## config.mk

```make
export PLATFORM = sky130hd
export DESIGN_NAME = ewa_ctrl
export DESIGN_NICKNAME = d
export VERILOG_FILES = /design/src/verilog/ewa_pkg.sv /design/src/verilog/ewa_ctrl.sv
export SDC_FILE = /design/constraint.sdc
export NUM_CORES = 1
export LEC_CHECK = 0
export BUFFER_PORTS_ARGS = -buffer_cell sky130_fd_sc_hd__buf_2
export CORE_ASPECT_RATIO = 0.5
export CORE_MARGIN = 2
export CORE_UTILIZATION = 45
export CTS_CLUSTER_SIZE = 10
export DETAILED_ROUTE_END_ITERATION = 12
export GPL_TIMING_DRIVEN = 0
export PLACE_DENSITY_LB_ADDON = 0.15
export SYNTH_ARGS = -nofsm -noshare
export SYNTH_HDL_FRONTEND = slang
export SYNTH_SLANG_ARGS = --single-unit
```

## constraint.sdc

```tcl
create_clock -name i_clk -period 6.4 [get_ports i_clk]
set_clock_uncertainty 0.2 [all_clocks]
set_input_delay 0.32 -clock i_clk [delete_from_list [all_inputs] [get_ports i_clk]]
set_output_delay 0.32 -clock i_clk [all_outputs]
set_load 0.005 [all_outputs]
```

## src/verilog/ewa_pkg.sv

```systemverilog
// Purpose: Shared constants for the external bus wait-state controller and arbiter
// Assumes: APB slave with 32-bit data, one register of at most 8 bits per aligned word
// Notes:   Register offsets are byte addresses
`default_nettype none
package ewa_pkg;
    localparam logic [11:0] OFF_BUS_WIDTH   = 12'h000;
    localparam logic [11:0] OFF_ACCESS_ST   = 12'h004;
    localparam logic [11:0] OFF_WAIT_EN     = 12'h008;
    localparam logic [11:0] OFF_WAIT_CTRL   = 12'h00C;
    localparam logic [11:0] OFF_BUS_RELEASE = 12'h010;
    localparam logic [11:0] OFF_CS_DIR      = 12'h014;
    localparam logic [11:0] OFF_STATUS      = 12'h018;

    localparam logic [7:0] RST_BUS_WIDTH   = 8'hFF;
    localparam logic [7:0] RST_ACCESS_ST   = 8'hFF;
    localparam logic [7:0] RST_WAIT_EN     = 8'hFF;
    localparam logic [7:0] RST_WAIT_CTRL   = 8'hF3;
    localparam logic [7:0] RST_BUS_RELEASE = 8'h00;
    localparam logic [3:0] RST_CS_DIR      = 4'h1;

    // Wait control register fields
    localparam int WCR_MODE_HI  = 3;
    localparam int WCR_MODE_LO  = 2;
    localparam int WCR_COUNT_HI = 1;
    localparam int WCR_COUNT_LO = 0;
    // Bus release register fields
    localparam int BRC_ENABLE   = 0;
    localparam int BRC_ADDR_LO  = 5;
    localparam int BRC_ADDR_HI  = 7;

    localparam logic [1:0] MODE_PROG     = 2'b00;
    localparam logic [1:0] MODE_NONE     = 2'b01;
    localparam logic [1:0] MODE_PIN1     = 2'b10;
    localparam logic [1:0] MODE_AUTO     = 2'b11;

    localparam logic [1:0] REQ_HIGH_SAMPLES = 2'd2;

    typedef enum {
        EWA_OWN_CPU,
        EWA_OWN_DMA,
        EWA_OWN_RFSH,
        EWA_OWN_EXT
    } ewa_owner_e;

    typedef enum {
        EWA_WAIT_NONE,
        EWA_WAIT_PIN0,
        EWA_WAIT_PIN1,
        EWA_WAIT_AUTO,
        EWA_WAIT_PROG
    } ewa_wmode_e;

    typedef enum {
        EWA_CYC_IDLE,
        EWA_CYC_T1,
        EWA_CYC_T2,
        EWA_CYC_TW,
        EWA_CYC_T3
    } ewa_cyc_e;
endpackage : ewa_pkg
`default_nettype wire

```

## src/verilog/ewa_ctrl.sv

```systemverilog
// Purpose: Wait-state controller and four-master bus arbiter for the external bus
// Assumes: One clock; bus states advance on i_state_en; i_hold_n sampled through two flops
// Notes:   Falling-edge sampling is modelled by sampling in the state's enable cycle
//
// What this block does
// - Three-state bit, wait-control enable and mode field pick the per-area wait mode.
// - Three-state and wait-control bits per area; mode bits shared by all areas.
// - Pin mode 0 adds waits while hold pin low in T2 and after.
// - Pin mode 1 adds programmed count, then waits while hold pin low.
// - Auto-wait adds exactly programmed count if hold pin low in T2.
// - Programmable mode always adds the programmed count.
// - Reset loads all ones to area registers and F3 to wait control.
// - Priority: external master, refresh, DMA, CPU lowest.
// - Requests sampled always; grant to top requester, held until withdrawn.
// - Higher-priority requests take the bus only at release points.
// - CPU releases at cycle boundaries, never inside a split word access.
// - CPU internal work or sleep hands the bus over at once.
// - DMA releases only after a whole read-write transfer.
// - Refresh requests when due and releases when its cycle ends.
// - External release needs enable bit; held until request goes high.
// - While released, address and strobes float and grant pin is low.
// - Request pin sampled on rising edges; two high samples end release.
// - At least two states between request low and release.
// - Bus width, access-state and wait-enable writes apply from next cycle.
// - Chip-select direction and upper address writes apply from T3.
//
// Added by the designer: the register addresses and register access over APB.
`default_nettype none
module ewa_ctrl #(
    parameter int AREAS = 8
) (
    input  wire logic             i_clk,
    input  wire logic             i_rstn,
    input  wire logic             i_state_en,
    // APB slave
    input  wire logic             psel,
    input  wire logic             penable,
    input  wire logic             pwrite,
    input  wire logic [11:0]      paddr,
    input  wire logic [31:0]      pwdata,
    output logic      [31:0]      prdata,
    output logic                  pready,
    output logic                  pslverr,
    // Access request from the current owner
    input  wire logic             i_acc_start,
    input  wire logic [2:0]       i_acc_area,
    input  wire logic             i_acc_ext,
    input  wire logic             i_acc_locked,
    output logic                  o_acc_done,
    output logic                  o_acc_wait,
    output logic                  o_bus_width16,
    output logic                  o_three_state,
    // Master requests
    input  wire logic             i_rfsh_req,
    input  wire logic             i_dma_req,
    input  wire logic             i_dma_xfer_end,
    input  wire logic             i_cpu_internal,
    input  wire logic             i_cpu_sleep,
    input  wire logic             i_ext_bus_request_n,
    input  wire logic             i_hold_n,
    output logic                  o_grant_cpu,
    output logic                  o_grant_dma,
    output logic                  o_grant_rfsh,
    output logic                  o_ext_grant_n,
    output logic                  o_bus_drive_en,
    output logic      [3:0]       o_chip_select_dir,
    output logic      [2:0]       o_upper_addr_en
);
    typedef struct packed {
        logic [7:0]        bus_width_ctrl_reg;
        logic [7:0]        access_state_ctrl_reg;
        logic [7:0]        wait_ctrl_enable_reg;
        logic [7:0]        wait_ctrl_reg;
        logic [7:0]        bus_release_ctrl_reg;
        logic [3:0]        cs_dir_reg;
        logic [7:0]        pend_width;
        logic [7:0]        pend_ast;
        logic [7:0]        pend_wce;
        logic [3:0]        pend_cs_dir;
        logic [2:0]        pend_upper;
        logic              pend_cfg;
        logic              pend_t3;
        logic [7:0]        act_width;
        logic [7:0]        act_ast;
        logic [7:0]        act_wce;
        logic [2:0]        upper_en;
        ewa_pkg::ewa_cyc_e cyc;
        ewa_pkg::ewa_wmode_e wmode;
        logic [1:0]        wcnt;
        logic              cnt_left;
        logic              pin_phase;
        logic [2:0]        area;
        logic              ext;
        ewa_pkg::ewa_owner_e owner;
        logic              ext_bus_request_s1;
        logic              ext_bus_request_s2;
        logic              hold_s1;
        logic              hold_s2;
        logic [1:0]        req_low_cnt;
        logic [1:0]        high_cnt;
        logic [31:0]       rdata;
    } ewa_state_s;

    ewa_state_s st_reg;
    ewa_state_s st_next;

    logic        apb_wr;
    logic        apb_rd;
    logic        boundary;
    logic        ext_req;
    logic        ext_ok;
    logic [1:0]  mode_field;
    logic [1:0]  prog_count;
    logic        hold_low;

    assign apb_wr     = psel && penable && pwrite;
    assign apb_rd     = psel && !penable && !pwrite;
    assign mode_field = {st_reg.wait_ctrl_reg[ewa_pkg::WCR_MODE_HI], st_reg.wait_ctrl_reg[ewa_pkg::WCR_MODE_LO]};
    assign prog_count = {st_reg.wait_ctrl_reg[ewa_pkg::WCR_COUNT_HI],
                         st_reg.wait_ctrl_reg[ewa_pkg::WCR_COUNT_LO]};
    assign hold_low   = !st_reg.hold_s2;
    assign ext_req    = !st_reg.ext_bus_request_s2;
    assign ext_ok     = ext_req && st_reg.bus_release_ctrl_reg[ewa_pkg::BRC_ENABLE];
    // Bus idle between cycles counts as a boundary
    assign boundary   = (st_reg.cyc == ewa_pkg::EWA_CYC_IDLE);

    always_comb begin
        st_next = st_reg;
        o_acc_done = 1'b0;

        // Two-flop synchronisers for pins
        st_next.ext_bus_request_s1 = i_ext_bus_request_n;
        st_next.ext_bus_request_s2 = st_reg.ext_bus_request_s1;
        st_next.hold_s1 = i_hold_n;
        st_next.hold_s2 = st_reg.hold_s1;

        // APB register writes
        if (apb_wr) begin
            case (paddr)
                ewa_pkg::OFF_BUS_WIDTH: begin
                    st_next.bus_width_ctrl_reg = pwdata[7:0];
                end
                ewa_pkg::OFF_ACCESS_ST: begin
                    st_next.access_state_ctrl_reg = pwdata[7:0];
                end
                ewa_pkg::OFF_WAIT_EN: begin
                    st_next.wait_ctrl_enable_reg = pwdata[7:0];
                end
                ewa_pkg::OFF_WAIT_CTRL: begin
                    st_next.wait_ctrl_reg = pwdata[7:0];
                end
                ewa_pkg::OFF_BUS_RELEASE: begin
                    st_next.bus_release_ctrl_reg = pwdata[7:0];
                end
                ewa_pkg::OFF_CS_DIR: begin
                    st_next.cs_dir_reg = pwdata[3:0];
                end
                default: begin
                end
            endcase
            // Area config staged until the next bus cycle
            st_next.pend_cfg = 1'b1;
            st_next.pend_t3  = 1'b1;
        end

        // APB read data captured in setup
        if (apb_rd) begin
            case (paddr)
                ewa_pkg::OFF_BUS_WIDTH:   st_next.rdata = {24'h00_0000, st_reg.bus_width_ctrl_reg};
                ewa_pkg::OFF_ACCESS_ST:   st_next.rdata = {24'h00_0000, st_reg.access_state_ctrl_reg};
                ewa_pkg::OFF_WAIT_EN:     st_next.rdata = {24'h00_0000, st_reg.wait_ctrl_enable_reg};
                ewa_pkg::OFF_WAIT_CTRL:   st_next.rdata = {24'h00_0000, st_reg.wait_ctrl_reg};
                ewa_pkg::OFF_BUS_RELEASE: st_next.rdata = {24'h00_0000, st_reg.bus_release_ctrl_reg};
                ewa_pkg::OFF_CS_DIR:      st_next.rdata = {28'h000_0000, st_reg.cs_dir_reg};
                ewa_pkg::OFF_STATUS:      st_next.rdata = {26'h000_0000, o_acc_wait, st_reg.wcnt,
                                                           hold_low, 2'(st_reg.owner)};
                default:                  st_next.rdata = 32'h0000_0000;
            endcase
        end

        // Staged values: area config applies when no cycle is in progress
        st_next.pend_width  = st_next.bus_width_ctrl_reg;
        st_next.pend_ast    = st_next.access_state_ctrl_reg;
        st_next.pend_wce    = st_next.wait_ctrl_enable_reg;
        st_next.pend_cs_dir = st_next.cs_dir_reg;
        st_next.pend_upper  = st_next.bus_release_ctrl_reg[ewa_pkg::BRC_ADDR_HI:ewa_pkg::BRC_ADDR_LO];
        if (st_reg.pend_cfg && boundary && !i_acc_start) begin
            st_next.act_width = st_reg.pend_width;
            st_next.act_ast   = st_reg.pend_ast;
            st_next.act_wce   = st_reg.pend_wce;
            st_next.pend_cfg  = apb_wr; // Same-cycle write keeps its pending turn
        end
        // Pin direction switches from T3 of the cycle carrying the write
        if (st_reg.pend_t3 && (st_reg.cyc == ewa_pkg::EWA_CYC_T3 || boundary)) begin
            st_next.upper_en = st_reg.pend_upper;
            st_next.pend_t3  = apb_wr;
        end

        // Bus cycle sequencer
        if (i_state_en) begin
            case (st_reg.cyc)
                ewa_pkg::EWA_CYC_IDLE: begin
                    if (i_acc_start) begin
                        st_next.cyc  = ewa_pkg::EWA_CYC_T1;
                        st_next.area = i_acc_area;
                        st_next.ext  = i_acc_ext;
                        st_next.wcnt = prog_count;
                        // Per-area bits, global mode field
                        if (!st_reg.act_ast[i_acc_area] || !i_acc_ext) begin
                            st_next.wmode = ewa_pkg::EWA_WAIT_NONE;
                        end else if (!st_reg.act_wce[i_acc_area]) begin
                            st_next.wmode = ewa_pkg::EWA_WAIT_PIN0;
                        end else begin
                            case (mode_field)
                                ewa_pkg::MODE_PROG: st_next.wmode = ewa_pkg::EWA_WAIT_PROG;
                                ewa_pkg::MODE_NONE: st_next.wmode = ewa_pkg::EWA_WAIT_NONE;
                                ewa_pkg::MODE_PIN1: st_next.wmode = ewa_pkg::EWA_WAIT_PIN1;
                                default:            st_next.wmode = ewa_pkg::EWA_WAIT_AUTO;
                            endcase
                        end
                    end
                end
                ewa_pkg::EWA_CYC_T1: begin
                    st_next.cyc = ewa_pkg::EWA_CYC_T2;
                end
                ewa_pkg::EWA_CYC_T2: begin
                    st_next.cnt_left  = (st_reg.wcnt != 2'd0);
                    st_next.pin_phase = 1'b0;
                    if (!st_reg.act_ast[st_reg.area] || !st_reg.ext) begin
                        st_next.cyc = ewa_pkg::EWA_CYC_IDLE;
                        o_acc_done  = 1'b1;
                    end else begin
                        case (st_reg.wmode)
                            ewa_pkg::EWA_WAIT_PIN0: begin
                                st_next.pin_phase = 1'b1;
                                st_next.cyc = hold_low ? ewa_pkg::EWA_CYC_TW : ewa_pkg::EWA_CYC_T3;
                            end
                            ewa_pkg::EWA_WAIT_PIN1: begin
                                // Zero count falls back to pin mode 0
                                st_next.pin_phase = (st_reg.wcnt == 2'd0);
                                st_next.cyc = (st_reg.wcnt != 2'd0 || hold_low) ?
                                              ewa_pkg::EWA_CYC_TW : ewa_pkg::EWA_CYC_T3;
                            end
                            ewa_pkg::EWA_WAIT_AUTO: begin
                                st_next.cyc = (hold_low && st_reg.wcnt != 2'd0) ?
                                              ewa_pkg::EWA_CYC_TW : ewa_pkg::EWA_CYC_T3;
                            end
                            ewa_pkg::EWA_WAIT_PROG: begin
                                st_next.cyc = (st_reg.wcnt != 2'd0) ?
                                              ewa_pkg::EWA_CYC_TW : ewa_pkg::EWA_CYC_T3;
                            end
                            default: begin
                                st_next.cyc = ewa_pkg::EWA_CYC_T3;
                            end
                        endcase
                    end
                end
                ewa_pkg::EWA_CYC_TW: begin
                    if (st_reg.pin_phase) begin
                        // Pin-driven waits last while the pin stays low
                        st_next.cyc = hold_low ? ewa_pkg::EWA_CYC_TW : ewa_pkg::EWA_CYC_T3;
                    end else begin
                        st_next.wcnt = st_reg.wcnt - 2'd1;
                        if (st_reg.wcnt == 2'd1) begin
                            if (st_reg.wmode == ewa_pkg::EWA_WAIT_PIN1 && hold_low) begin
                                st_next.pin_phase = 1'b1;
                                st_next.cyc = ewa_pkg::EWA_CYC_TW;
                            end else begin
                                // Auto-wait never extends past the count
                                st_next.cyc = ewa_pkg::EWA_CYC_T3;
                            end
                        end
                    end
                end
                ewa_pkg::EWA_CYC_T3: begin
                    st_next.cyc = ewa_pkg::EWA_CYC_IDLE;
                    o_acc_done  = 1'b1;
                end
                default: begin
                    st_next.cyc = ewa_pkg::EWA_CYC_IDLE;
                end
            endcase
        end

        // External request low-time counter for the release delay
        if (!ext_ok) begin
            st_next.req_low_cnt = 2'd0;
        end else if (i_state_en && st_reg.req_low_cnt != 2'd2) begin
            st_next.req_low_cnt = st_reg.req_low_cnt + 2'd1;
        end
        if (st_reg.ext_bus_request_s2 && st_reg.high_cnt != ewa_pkg::REQ_HIGH_SAMPLES) begin
            st_next.high_cnt = st_reg.high_cnt + 2'd1;
        end else if (!st_reg.ext_bus_request_s2) begin
            st_next.high_cnt = 2'd0;
        end

        // Arbiter: ownership changes only at release points
        case (st_reg.owner)
            ewa_pkg::EWA_OWN_EXT: begin
                // External master keeps the bus until two high samples
                if (st_reg.high_cnt == ewa_pkg::REQ_HIGH_SAMPLES) begin
                    // Next owner by priority, no idle CPU turn in between
                    st_next.owner = i_rfsh_req ? ewa_pkg::EWA_OWN_RFSH :
                                    i_dma_req  ? ewa_pkg::EWA_OWN_DMA : ewa_pkg::EWA_OWN_CPU;
                end
            end
            ewa_pkg::EWA_OWN_RFSH: begin
                if (ext_ok && st_reg.req_low_cnt == 2'd2 && boundary) begin
                    st_next.owner = ewa_pkg::EWA_OWN_EXT;
                end else if (!i_rfsh_req && boundary) begin
                    st_next.owner = i_dma_req ? ewa_pkg::EWA_OWN_DMA : ewa_pkg::EWA_OWN_CPU;
                end
            end
            ewa_pkg::EWA_OWN_DMA: begin
                // Only between whole transfers, never between read and write
                if (i_dma_xfer_end || !i_dma_req) begin
                    if (ext_ok && st_reg.req_low_cnt == 2'd2) begin
                        st_next.owner = ewa_pkg::EWA_OWN_EXT;
                    end else if (i_rfsh_req) begin
                        st_next.owner = ewa_pkg::EWA_OWN_RFSH;
                    end else if (!i_dma_req) begin
                        st_next.owner = ewa_pkg::EWA_OWN_CPU;
                    end
                end
            end
            default: begin
                // CPU: boundary not inside a split word, or at once when busy internally
                if ((boundary && !i_acc_start && !i_acc_locked) || i_cpu_internal || i_cpu_sleep) begin
                    if (ext_ok && st_reg.req_low_cnt == 2'd2) begin
                        st_next.owner = ewa_pkg::EWA_OWN_EXT;
                    end else if (i_rfsh_req) begin
                        st_next.owner = ewa_pkg::EWA_OWN_RFSH;
                    end else if (i_dma_req) begin
                        st_next.owner = ewa_pkg::EWA_OWN_DMA;
                    end
                end
            end
        endcase
    end

    always_ff @(posedge i_clk) begin
        if (!i_rstn) begin
            st_reg <= '0;
            st_reg.bus_width_ctrl_reg    <= ewa_pkg::RST_BUS_WIDTH;
            st_reg.access_state_ctrl_reg <= ewa_pkg::RST_ACCESS_ST;
            st_reg.wait_ctrl_enable_reg  <= ewa_pkg::RST_WAIT_EN;
            st_reg.wait_ctrl_reg         <= ewa_pkg::RST_WAIT_CTRL;
            st_reg.bus_release_ctrl_reg  <= ewa_pkg::RST_BUS_RELEASE;
            st_reg.cs_dir_reg            <= ewa_pkg::RST_CS_DIR;
            st_reg.pend_width            <= ewa_pkg::RST_BUS_WIDTH;
            st_reg.pend_ast              <= ewa_pkg::RST_ACCESS_ST;
            st_reg.pend_wce              <= ewa_pkg::RST_WAIT_EN;
            st_reg.pend_cs_dir           <= ewa_pkg::RST_CS_DIR;
            st_reg.act_width             <= ewa_pkg::RST_BUS_WIDTH;
            st_reg.act_ast               <= ewa_pkg::RST_ACCESS_ST;
            st_reg.act_wce               <= ewa_pkg::RST_WAIT_EN;
            st_reg.cyc                   <= ewa_pkg::EWA_CYC_IDLE;
            st_reg.wmode                 <= ewa_pkg::EWA_WAIT_NONE;
            st_reg.owner                 <= ewa_pkg::EWA_OWN_CPU;
            st_reg.ext_bus_request_s1               <= 1'b1;
            st_reg.ext_bus_request_s2               <= 1'b1;
            st_reg.hold_s1               <= 1'b1;
            st_reg.hold_s2               <= 1'b1;
            st_reg.high_cnt              <= ewa_pkg::REQ_HIGH_SAMPLES;
        end else begin
            st_reg <= st_next;
        end
    end

    // Chip-select direction follows the T3-staged copy
    logic [3:0] cs_dir_q;
    always_ff @(posedge i_clk) begin
        if (!i_rstn) begin
            cs_dir_q <= ewa_pkg::RST_CS_DIR;
        end else if (st_reg.pend_t3 && (st_reg.cyc == ewa_pkg::EWA_CYC_T3 || boundary)) begin
            cs_dir_q <= st_reg.pend_cs_dir;
        end
    end

    assign prdata            = st_reg.rdata;
    assign pready            = 1'b1;
    assign pslverr           = 1'b0;
    assign o_acc_wait        = (st_reg.cyc == ewa_pkg::EWA_CYC_TW);
    assign o_bus_width16     = !st_reg.act_width[i_acc_area];
    assign o_three_state     = st_reg.act_ast[i_acc_area];
    assign o_grant_cpu       = (st_reg.owner == ewa_pkg::EWA_OWN_CPU);
    assign o_grant_dma       = (st_reg.owner == ewa_pkg::EWA_OWN_DMA);
    assign o_grant_rfsh      = (st_reg.owner == ewa_pkg::EWA_OWN_RFSH);
    assign o_ext_grant_n     = (st_reg.owner != ewa_pkg::EWA_OWN_EXT);
    assign o_bus_drive_en    = (st_reg.owner != ewa_pkg::EWA_OWN_EXT);
    assign o_chip_select_dir = cs_dir_q;
    assign o_upper_addr_en   = st_reg.upper_en;
endmodule : ewa_ctrl
`default_nettype wire

```

# Yosys cells after proc, flatten, opt, wreduce, memory -nomap -nowiden

Cells that the tools add are included.

Input bits: 63
Register bits after elaboration: 220
Logic and storage cells: 193

Magnitude comparators: 2
Reductions and logical operators: 62
Equal/unequal tests: 38
Mux-type cells: 60
$add $sub $neg: 3

Operators by type and width:

| cell                                            | number |
|---|---|
| two-way mux 32 bit                              | 16 |
| == test 32 x 2 -> 1 bit (second input constant) | 7 |
| == test 32 x 3 -> 1 bit (second input constant) | 5 |
| case mux 32 bit (4 select lines)                | 1 |
| == test 32 x 1 -> 1 bit (second input constant) | 3 |
| logical NOT 32 bit                              | 3 |
| case mux 32 bit (3 select lines)                | 1 |
| two-way mux 66 bit                              | 1 |
| case mux 8 bit (7 select lines)                 | 1 |
| two-way mux 44 bit                              | 1 |
| two-way mux 8 bit                               | 5 |
| == test 12 x 5 -> 1 bit (second input constant) | 3 |
| == test 32 x 4 -> 1 bit (second input constant) | 1 |
| != test 32 x 3 -> 1 bit (second input constant) | 1 |
| == test 12 x 4 -> 1 bit (second input constant) | 2 |
| two-way mux 3 bit                               | 6 |
| logical AND 1 bit                               | 17 |
| AND reduction 2 bit                             | 8 |
| logical NOT 1 bit                               | 13 |
| two-way mux 1 bit                               | 13 |
| binary-select mux 1 bit (select 3 bit)          | 4 |
| == test 12 x 3 -> 1 bit (second input constant) | 1 |
| logical NOT 12 bit                              | 1 |
| != test 2 bit (second input constant)           | 6 |
| 22 further kinds                                | 45 |

# Logic depth before layout (Yosys ltp)

Gate-level depths: netlist of the first run.

Depth in word-level cells: 7
Gate-level depth with buffers: 8

# Worst setup path after synthesis of the first run

No wires, ideal clock.

Path kind: input port to flip-flop
From: input port i_acc_area[1]
To: register st_reg[82] (netlist bit)
Arrival time: 1837 ps
Required time: 6130 ps
Setup slack: 4294 ps
Stages on the path: 6
Cell sequence: buf_6 -> mux2i_1 -> and3_4 -> or4_4 -> or4b_1 -> a21oi_1

Cells in the longest elaborated chain, start to end: 5
Elaborated cells between the ends (all ways): 8
Classes of those cells: mux (6); reduce/logical (2)

RTL lines:

| what                                    | line            | RTL |
|---|---|---|
| start: declaration                      | ewa_ctrl.sv:46  | `input wire logic [2:0] i_acc_area,` |
| binary-select mux 1 bit (select 3 bit)  | ewa_ctrl.sv:209 | `if (!st_reg.act_ast[i_acc_area] \|\| !i_acc_ext) begin` |
| two-way mux 1 bit (implied by the code) | ewa_ctrl.sv:209 |  |
| logical NOT 1 bit                       | ewa_ctrl.sv:209 |  |
| logical OR 1 bit                        | ewa_ctrl.sv:209 |  |
| two-way mux 32 bit (*)                  | ewa_ctrl.sv:209 |  |
| end signal: assignment                  | ewa_ctrl.sv:366 | `st_reg <= st_next;` |
| end: declaration                        | ewa_ctrl.sv:104 | `ewa_state_s st_reg;` |

Every way passes the cells marked *; elsewhere a longest branch is shown, timed or not. The select of a mux whose other input is x is not followed.
A chain may end at the register's enable or synchronous reset.

# Worst setup path in the final report of the first run

From: register st_reg[73] (netlist bit)
To: output port o_acc_done

Cells in the longest elaborated chain, start to end: 7

RTL lines:

| what                                    | line            | RTL |
|---|---|---|
| binary-select mux 1 bit (select 3 bit)  | ewa_ctrl.sv:229 | `if (!st_reg.act_ast[st_reg.area] \|\| !st_reg.ext) begin` |
| two-way mux 1 bit (implied by the code) | ewa_ctrl.sv:229 |  |
| logical NOT 1 bit                       | ewa_ctrl.sv:229 |  |
| logical OR 1 bit                        | ewa_ctrl.sv:229 |  |
| two-way mux 1 bit                       | ewa_ctrl.sv:229 |  |
| case mux 1 bit (2 select lines)         | ewa_ctrl.sv:201 | `case (st_reg.cyc)` |
| two-way mux 1 bit                       | ewa_ctrl.sv:200 | `if (i_state_en) begin` |
| end: declaration                        | ewa_ctrl.sv:49  | `output logic o_acc_done,` |

No other way between the ends. The select of a mux whose other input is x is not followed.

==> results of run 1 <==
final timing paths:
path	endpoint
max	o_acc_done
min	st_reg[195]
max reg2reg	st_reg[161]
min reg2reg	st_reg[38]
layout make-up:
cell class,count,share of cell area
Multi-Input combinational cell,444,0.446
Sequential cell,108,0.342
Buffer,73,0.0731
Timing Repair Buffer,58,0.0476
Clock buffer,9,0.0357
Tap cell,165,0.0327
Clock inverter,7,0.0157
Inverter,11,0.00654
synthesized netlist by cell type, types with 8 or more instances:
cell	number
nor2b_1	11
nand2_1	130
mux2i_1	65
inv_1	10
nor2_1	37
dfxtp_1	108
nand3_1	31
clkbuf_1	21
a21oi_1	18
buf_2	8
o21ai_0	18
buf_4	38
nand2b_1	8
cell families (layout without fill, tap and decap cells):
group,count (synthesis),after routing,share of synthesized area
simple gates,260,260,0.231
flops,108,108,0.401
buf+inv,84,158,0.0933
mux,78,78,0.171
compound gates,72,72,0.0852
fa+ha+maj,5,5,0.0116
xor+xnor,3,3,0.00487
other cells,2,26,0.00139
timing repair:
item	in CTS	in global routing
hold buffers	2	0
hold endpoints to repair	2	0
buffers inserted	0	0
per-stage QoR:
step           instances   util
3_5_place_dp         857  0.509
6_report             875  0.538
3_3_place_gp         857  0.509
2_1_floorplan        636      -
4_1_cts              875  0.538
5_1_grt              875  0.538
power by group through the flow:
| stage | sequential, mW | clock (mW) | combinational [mW] |
|---|---|---|---|
| floorplan | 0.714 | 0 | 0.141 |
| global placement | 0.717 | 0 | 0.198 |
| detailed placement | 0.717 | 0 | 0.201 |
| CTS | 0.702 | 0.619 | 0.202 |
| global route | 0.705 | 0.648 | 0.226 |
| finish | 0.702 | 0.612 | 0.205 |
cell usage in the layout (no fill, tap or decap), types with 3 or more instances in the layout:
cell type | Yosys | layout
nor2_1 | 37 | 37
a211oi_1 | 3 | 3
o211ai_1 | 3 | 3
and3_1 | 3 | 3
clkbuf_1 | 21 | 21
mux4_1 | 4 | 4
buf_4 | 38 | 38
ha_1 | 5 | 5
mux2i_1 | 65 | 65
nand3_1 | 31 | 31
mux2_2 | 3 | 3
inv_1 | 10 | 10
nand2b_1 | 8 | 8
nor2b_1 | 11 | 11
nand3b_1 | 5 | 5
o21ai_0 | 18 | 18
nand2_1 | 130 | 130
a31oi_1 | 6 | 6
mux4_2 | 6 | 6
xnor2_1 | 3 | 3
nand4_1 | 4 | 4
a311oi_1 | 3 | 3
o22ai_1 | 5 | 5
a21oi_1 | 18 | 18
nor3b_1 | 6 | 6
nand4b_1 | 3 | 3
buf_2 | 8 | 64
dfxtp_1 | 108 | 108
conb_1 | 2 | 26
clkbuf_16 | 0 | 9
nor3_1 | 3 | 3
metal layers:
layer | vias up | track usage | wire length, um
met5 | - | 0 | 0
met4 | 0 | 0.0505 | 121
met3 | 13 | 0.0562 | 823
met2 | 130 | 0.341 | 5880
met1 | 2188 | 0.312 | 7300
li1 | 2233 | - | -
critical path, cell delays in order, from the launching register on:
cell and delay [ns]:
dfxtp_1 0.41, mux4_2 0.51, nand2b_1 0.16, nand4_1 0.20
a21oi_1 0.10, nor3b_1 0.19, buf_2 0.15
==> impl_metrics.tcl, run 1 <==
set metrics [dict create \
    clk_latency_ns 0.36 \
    routed_wl_um 14100 \
    placed_area_um2 5970 \
    ys_ff_latch 108 \
    hold_viol_final 0 \
    track_usage 0.221 \
    vias 4564 \
    layout-drive-gt1-share 0.204 \
    reg2regPathDepth 8 \
    min_from "pwdata[7]" \
    drt-wirelength-per-cell_um 16.1 \
    grt_pass1_wl_um 21900 \
    start_util 0.459 \
    worst_pin_slew_ns 0.881 \
    maxSlewViolCount 0 \
    seq_area_frac_synth 0.401 \
    ir_drop_v 0.000122 \
    p_int_mw 1.12 \
    seqCellArea_um2 2160 \
    yosysTopAreaCell "dfxtp_1" \
    yosysWarningCount 0 \
    post-route-cell-area_um2 6310 \
    postRouteAntennaNets 0 \
    fin_nets 773 \
    hpwl_um 10700 \
    cts_sinks 108 \
    clock_path_buffers 2 \
    worstHoldPathCells 3 \
    cts_resized 0 \
    htreeDepth 3 \
    place_ws_ns 3.84 \
    outcome "finished clean" \
    drv_cap 0 \
    grt_antenna_before_repair 0 \
    core_um2 11700 \
    clk_pin_slew_ns 0.08 \
    power_density_nw_per_um2 241 \
    first_global_vias 4065 \
    synth-edff-count 0 \
    placement.io_buffers 56 \
    place.gp.congestion 0.840 \
    power_frac_seq 0.462 \
    crit_fanout 4 \
    syn_inst 612 \
    period_minus_slack_ns 2.57 \
    largest_reg_flops 87 \
    nFillCells 1125 \
    leakagePower_nw 2.63 \
    ys_types 62 \
    dieArea_um2 12900 \
    total_power_mw 1.52 \
    timing.rr.start "st_reg[112]" \
    swShare 0.259 \
    die_h_um 81.4 \
    fin_tns_setup_ns 0 \
    syn_area_per_cell_um2 8.81 \
    cp-start-kind "flip-flop" \
    vias_per_cell 5.22 \
    crit_start "st_reg[73]" \
    whs_ns 0.0550 \
    rsz0062_at_grt "no" \
    async_flop_share 0 \
    die_w_um 159 \
    num_rows 28 \
    setup_viol 0 \
    multi_input_area_um2 2820 \
    dr.first_iter.drc_count 274 \
    syn_to_final_growth_pct 17.1 \
    post_synth_instance_area_um2 5390 \
    worst-setup-path-type "flip-flop to output pin" \
    worstPathRequired_ns 5.88 \
    fmaxAchievable_mhz 389 \
    synth_top_area_share 0.401 \
    synthTopCellsByArea "dfxtp_1 (40%), mux2i_1 (12%), nand2_1 (9.0%), buf_4 (5.3%), nand3_1 (2.9%)" \
    hold_path.class "input pin to flip-flop" \
    gr-total-overflow 0 \
    cts-root-buf "clkbuf_16" \
    critPathArrivalTime_ns 2.05 \
    rrSetupSlack_ns 3.90 \
    synth_ff_type "dfxtp_1" \
    diodes 0 \
    power_switching_uw 394 \
    period_share 0.402 \
    ioPinCount 113 \
    clkPwrFrac 0.403 \
    drc 0 \
    grt_start_max_net_pins 19 \
    max-slew-margin-rel 0.408 \
    cts_tree "yes" \
    numCtsBuffers 9 \
    setup_ws_ns 3.83 \
    end_kind "output pin" \
    pwr-share-comb 0.135 \
    drt_pass1_iterations 5 \
]
Note: power is estimated with default switching activity, not from simulation.
==> run 2, diff against run 1 <==
- ABC_AREA: default -> 1
- clock period: 6.4 -> 2.4 ns (I/O delays scaled with it)
==> run 2 against run 1 <==
  * First-iteration DRC count is 23% higher
  * Synthesized cell count increased by 26%
  * Largest cell class unchanged
  * Wire length grew 5.7%
  * Final cell count up 21%
  * Critical path depth rose by 3
  * Core utilization grew 1.0 points
  * Largest power group unchanged
  * Worst hold slack got worse by 0.041 ns
  * Setup slack worse by 3.5 ns
==> impl_metrics.tcl, run 2 <==
set metrics [dict create \
    syn_area_per_cell_um2 6.94 \
    worstPathRequired_ns 2.43 \
    layout-drive-gt1-share 0.156 \
    place_ws_ns 0.348 \
    postCtsSetupRepairBufs 0 \
    syn_to_final_growth_pct 19.9 \
    dieArea_um2 12800 \
    clock_path_buffers 2 \
    ctsHoldBuffers 17 \
    ir_drop_v 0.000357 \
    numCtsBuffers 9 \
    period_share 0.867 \
    htreeDepth 3 \
    track_usage 0.240 \
    grt_start_max_net_pins 21 \
    period_minus_slack_ns 2.08 \
    vias 5293 \
    cts_resized 0 \
    first_global_vias 4705 \
    dp_cells 1022 \
    end_kind "flip-flop" \
    wl_met1_um 7680 \
    die_h_um 81.1 \
    place.gp.congestion 0.950 \
    setup_viol 0 \
    drt_pass1_iterations 5 \
    power_density_nw_per_um2 617 \
    met3WireLength_um 918 \
    async_flop_share 0 \
    cp_common_cell "nand2_1" \
    hold_path.class "input pin to flip-flop" \
    nFillCells 1196 \
    hold_viol_final 0 \
    fin_tns_setup_ns 0 \
    synthTopCellsByArea "dfxtp_1 (40%), nand2_1 (13%), nand3_1 (8.2%), inv_1 (5.4%), a21oi_1 (5.3%)" \
    timing.rr.start "st_reg[112]" \
    max-slew-margin-rel 0.267 \
    vias_per_cell 5.02 \
    drv_cap 0 \
    cts_tree "yes" \
    multi_input_area_um2 2570 \
    maxSlewViolCount 0 \
    synth_top_area_share 0.404 \
    crit_fanout 10 \
    crit_path_cell_trace "nor2_1 -> nand2_1 -> inv_1 -> nand2_1 -> inv_1 -> nand2_1 -> inv_2 -> buf_2 -> o21ai_0" \
    placement.io_buffers 62 \
    drt-wirelength-per-cell_um 14.1 \
    finalNonFillerCells 1055 \
    syn_inst 771 \
    post_synth_instance_area_um2 5350 \
    min_from "penable" \
    ioPinCount 113 \
    synth_ff_type "dfxtp_1" \
    die_w_um 158 \
    clk_pin_slew_ns 0.08 \
    layout.cells.most_common "nand2_1" \
    worst-setup-path-type "flip-flop to flip-flop" \
    whs_ns 0.0140 \
    rrSetupSlack_ns 0.32 \
    setup_ws_ns 0.320 \
    fin_nets 953 \
    cts_sinks 108 \
    leakagePower_nw 3.23 \
    fmaxAchievable_mhz 481 \
    worst_pin_slew_ns 1.09 \
    outcome "finished clean" \
    top_layer "met4" \
    routed_wl_um 14900 \
    seq_area_frac_synth 0.404 \
    cts-root-buf "clkbuf_16" \
    yosysTopAreaCell "dfxtp_1" \
    grt_pass1_wl_um 23600 \
    critical-path-slowest-cell "dfxtp_1" \
    synth_common_cells "nand2_1 (185), dfxtp_1 (108), nand3_1 (88)" \
    grt_antenna_before_repair 0 \
    hpwl_um 11500 \
    cpPeakStageDelay_ns 0.36 \
    diodes 0 \
    critical_path_depth 9 \
    reg2regPathDepth 9 \
    clk_latency_ns 0.35 \
    rr_endpoint "st_reg[160]" \
    ys_ff_latch 108 \
    start_util 0.457 \
    largest_reg_flops 87 \
    core_um2 11700 \
    cp-start-kind "flip-flop" \
    dr.first_iter.drc_count 337 \
    ys_types 30 \
    wl_met2_um 6230 \
    crit_family "simple AND/OR/NAND/NOR gates" \
    drc 0 \
    critPathCapture "st_reg[160]" \
    worst-path-buf-inv 4 \
    gr-total-overflow 0 \
    synth.most_common_cell "nand2_1" \
    seqCellArea_um2 2160 \
    postRouteAntennaNets 0 \
    yosysWarningCount 0 \
    crit_start "st_reg[112]" \
    final_cell_mix "nand2_1 (185), dfxtp_1 (108), nand3_1 (88)" \
    critPathArrivalTime_ns 2.11 \
    num_rows 28 \
    synth-edff-count 0 \
    rsz0062_at_grt "no" \
]
## run 2: cell count changes in the layout (fill, tap and decap cells not counted), sizes merged, moves of 28 or more
cell    previous run  this run
nand3             32        89
o21ai             18        46
a21oi             18        57
nand2            130       185
o211ai             3        37
inv               13        84
nor2              38        68
mux2i             65         0
## run 2: area by class of cell
class                      instances  share of cell area
clock buffer                       9              0.0351
tap                              165              0.0322
multi-input combinational        542               0.401
timing repair buffer              79              0.0749
sequential                       108               0.337
buffer                            65              0.0632
clock inverter                     7             0.00975
inverter                          80              0.0468
## run 2: worst min-delay path by stage
stage,slack (ns),cells past startpoint,to
5_1_grt,0.05,4,prdata[0]
4_1_cts,0.006,4,prdata[4]
3_5_place_dp,0.12,2,st_next[36]
6_report,0.01,4,prdata[4]
2_1_floorplan,0.03,1,st_next[36]
3_3_place_gp,0.11,2,st_next[38]
## run 2: metal layers
metal  up-vias  track usage
met1      2419        0.350
met3         9       0.0422
met5         -            0
li1       2706            -
met2       159        0.377
met4         0       0.0432
## run 2: tightest hold or removal path: cells and delay by family
kind	cells	cell delay, ns
AOI/OAI and AO/OA	1	0.05
buffers and inverters	1	0.09
and+or+nand+nor	2	0.26
## run 2: cells by family after synthesis
| logic type | after synthesis | synth area share |
|---|---|---|
| other | 2 | 0.00140 |
| AO/OA/AOI/OAI | 153 | 0.166 |
| flip-flops | 108 | 0.404 |
| AND/OR/NAND/NOR | 358 | 0.285 |
| adder cells (fa/ha/maj) | 5 | 0.0117 |
| buffers and inverters | 145 | 0.132 |
## run 2: per-stage QoR
| stage | area, um2 | utilization | total power [mW] |
|---|---|---|---|
| detailed placement | 5960 | 0.509 | 2.50 |
| finish | 6410 | 0.548 | 3.96 |
| CTS | 6410 | 0.548 | 3.97 |
| global route | 6410 | 0.548 | 4.15 |
| global placement | 5960 | 0.509 | 2.49 |
| floorplan | 5440 | - | 2.31 |
## run 2: power by group
group          internal, mW  switching [mW]  leakage [nW]
logic                 0.235           0.340          2.21
registers              1.85          0.0574         0.877
clock network         0.732           0.742         0.145
==> run 3, diff against run 2 <==
- CORE_UTILIZATION: 45 -> 54
==> run 3 against run 2 <==
  * Die area decreased by 16%
  * Worst hold slack improved by 0.018 ns
  * Sequential share of layout area increased by 0.19 points
  * Setup slack got worse by 0.25 ns
  * Register-to-register slack about the same
  * Sequential cell count unchanged
  * Maximum frequency decreased by 11%
  * Count of clock-buffer cells in the layout increased by 2
  * Final area decreased by 0.55%
  * Wire length increased by 0.54%
  * Clock power decreased by 5%
  * Sequential power about the same
==> impl_metrics.tcl, run 3 (synthesis results as in run 2) <==
set metrics [dict create \
    outcome "finished clean" \
    ioPinCount 113 \
    final_core_util 0.669 \
    total_power_mw 3.88 \
    fmaxAchievable_mhz 430 \
    worstPathRequired_ns 2.41 \
    largest_reg_flops 87 \
    crit_start "pwrite" \
    numCtsBuffers 9 \
    drv_cap 0 \
    diodes 0 \
    critPathCapture "st_reg[194]" \
    postCtsSetupRepairBufs 0 \
    routed_wl_um 15000 \
    max-slew-margin-rel 0.361 \
    syn_to_final_growth_pct 19.3 \
    start_util 0.561 \
    layout.cells.most_common "nand2_1" \
    num_rows 25 \
    dr.first_iter.drc_count 560 \
    timing.rr.start "st_reg[112]" \
    place.gp.congestion 0.955 \
    nFillCells 875 \
    track_usage 0.292 \
    hold_viol_final 0 \
    leakagePower_nw 3.22 \
    drt-wirelength-per-cell_um 14.6 \
    period_minus_slack_ns 2.33 \
    die_w_um 145 \
    reg2regPathDepth 10 \
    drt_pass1_iterations 5 \
    rr_endpoint "st_reg[152]" \
    dieArea_um2 10800 \
    fin_tns_setup_ns 0 \
    drc 0 \
    clock_path_buffers 2 \
    hold_path.class "input pin to flip-flop" \
    critPathArrivalTime_ns 2.34 \
    die_h_um 74.4 \
    ir_drop_v 0.000350 \
    grt_pass1_wl_um 23700 \
    grt_start_max_net_pins 18 \
    worst-setup-path-type "input pin to flip-flop" \
    worst_pin_slew_ns 0.952 \
    final_cell_mix "nand2_1 (185), dfxtp_1 (108), nand3_1 (88)" \
    clk_latency_ns 0.36 \
    htreeDepth 3 \
    min_from "i_dma_xfer_end" \
    rrSetupSlack_ns 0.32 \
    first_global_vias 4751 \
    maxSlewViolCount 0 \
    rsz0062_at_grt "no" \
    period_share 0.970 \
    grt_antenna_before_repair 0 \
    hpwl_um 11400 \
    seqCellArea_um2 2160 \
    power_density_nw_per_um2 609 \
    postRouteAntennaNets 0 \
    crit_fanout 10 \
    layout-drive-gt1-share 0.154 \
    end_kind "flip-flop" \
    vias 5431 \
    cp-start-kind "input pin" \
    clk_pin_slew_ns 0.07 \
    placement.io_buffers 62 \
    fin_nets 955 \
    cts_sinks 108 \
    cts-root-buf "clkbuf_16" \
    core_um2 9540 \
    cts_tree "yes" \
    setup_viol 0 \
    cts_resized 0 \
    vias_per_cell 5.29 \
    multi_input_area_um2 2570 \
    gr-total-overflow 0 \
]
==> run 3: cell count changes in the layout (fill, tap and decap cells not counted) <==
cell / before / now
clkbuf_1: 17 / 19
inv_8: 2 / 0
dlygate4sd3_1: 17 / 19
clkinvlp_4: 0 / 2
inv_6: 3 / 1
==> run 3: final cells by class <==
type                            count  area share
Multi-Input combinational cell    542       0.403
Sequential cell                   108       0.339
Clock buffer                       11      0.0365
Timing Repair Buffer               81      0.0785
Inverter                           80      0.0471
Tap cell                          135      0.0265
Buffer                             65      0.0636
Clock inverter                      5     0.00588
==> run 3: worst max-delay path, stage by stage <==
cell	delay (ns)
dlygate4sd3_1	0.52
buf_2	0.11
inv_1	0.04
nor3_2	0.59
nand3_1	0.46
buf_2	0.34
nand2_1	0.09
o211ai_1	0.08
==> run 3: repair_timing <==
action / CTS / global route
hold buffers: 19 / 0
endpoints found under the setup margin: 0 / 0
hold endpoints to repair: 60 / 0
==> run 3: worst min-delay path by stage <==
stage                     slack (ns)           to  cells after the start
after floorplan                 0.03  st_next[36]                      1
after global placement          0.11  st_next[38]                      2
after detailed placement        0.11  st_next[38]                      2
after CTS                       0.03   st_reg[41]                      6
after global routing            0.06   st_reg[41]                      6
final                           0.03   st_reg[41]                      6
==> run 3: layer usage <==
metal,GRT usage,share of wire
met1,0.426,0.49
met2,0.443,0.42
met3,0.0670,0.084
met4,0.0680,0.010
met5,0,0
==> run 3: stage by stage <==
stage	worst slack (ns)	instances	hold WS [ns]	area [um2]
4_1_cts	0.148	1027	0.0275	6380
3_5_place_dp	0.314	992	0.112	5920
3_3_place_gp	0.352	992	0.108	5920
5_1_grt	0.0203	1027	0.0617	6380
2_1_floorplan	0.814	795	0.0266	5440
6_report	0.0728	1027	0.0316	6380
==> run 3: report_power, final <==
part           switching (mW)  internal (mW)  leakage, nW
combinational           0.343          0.237         2.21
sequential             0.0574           1.85        0.877
clock                   0.682          0.709        0.126
total                    1.08           2.80         3.22
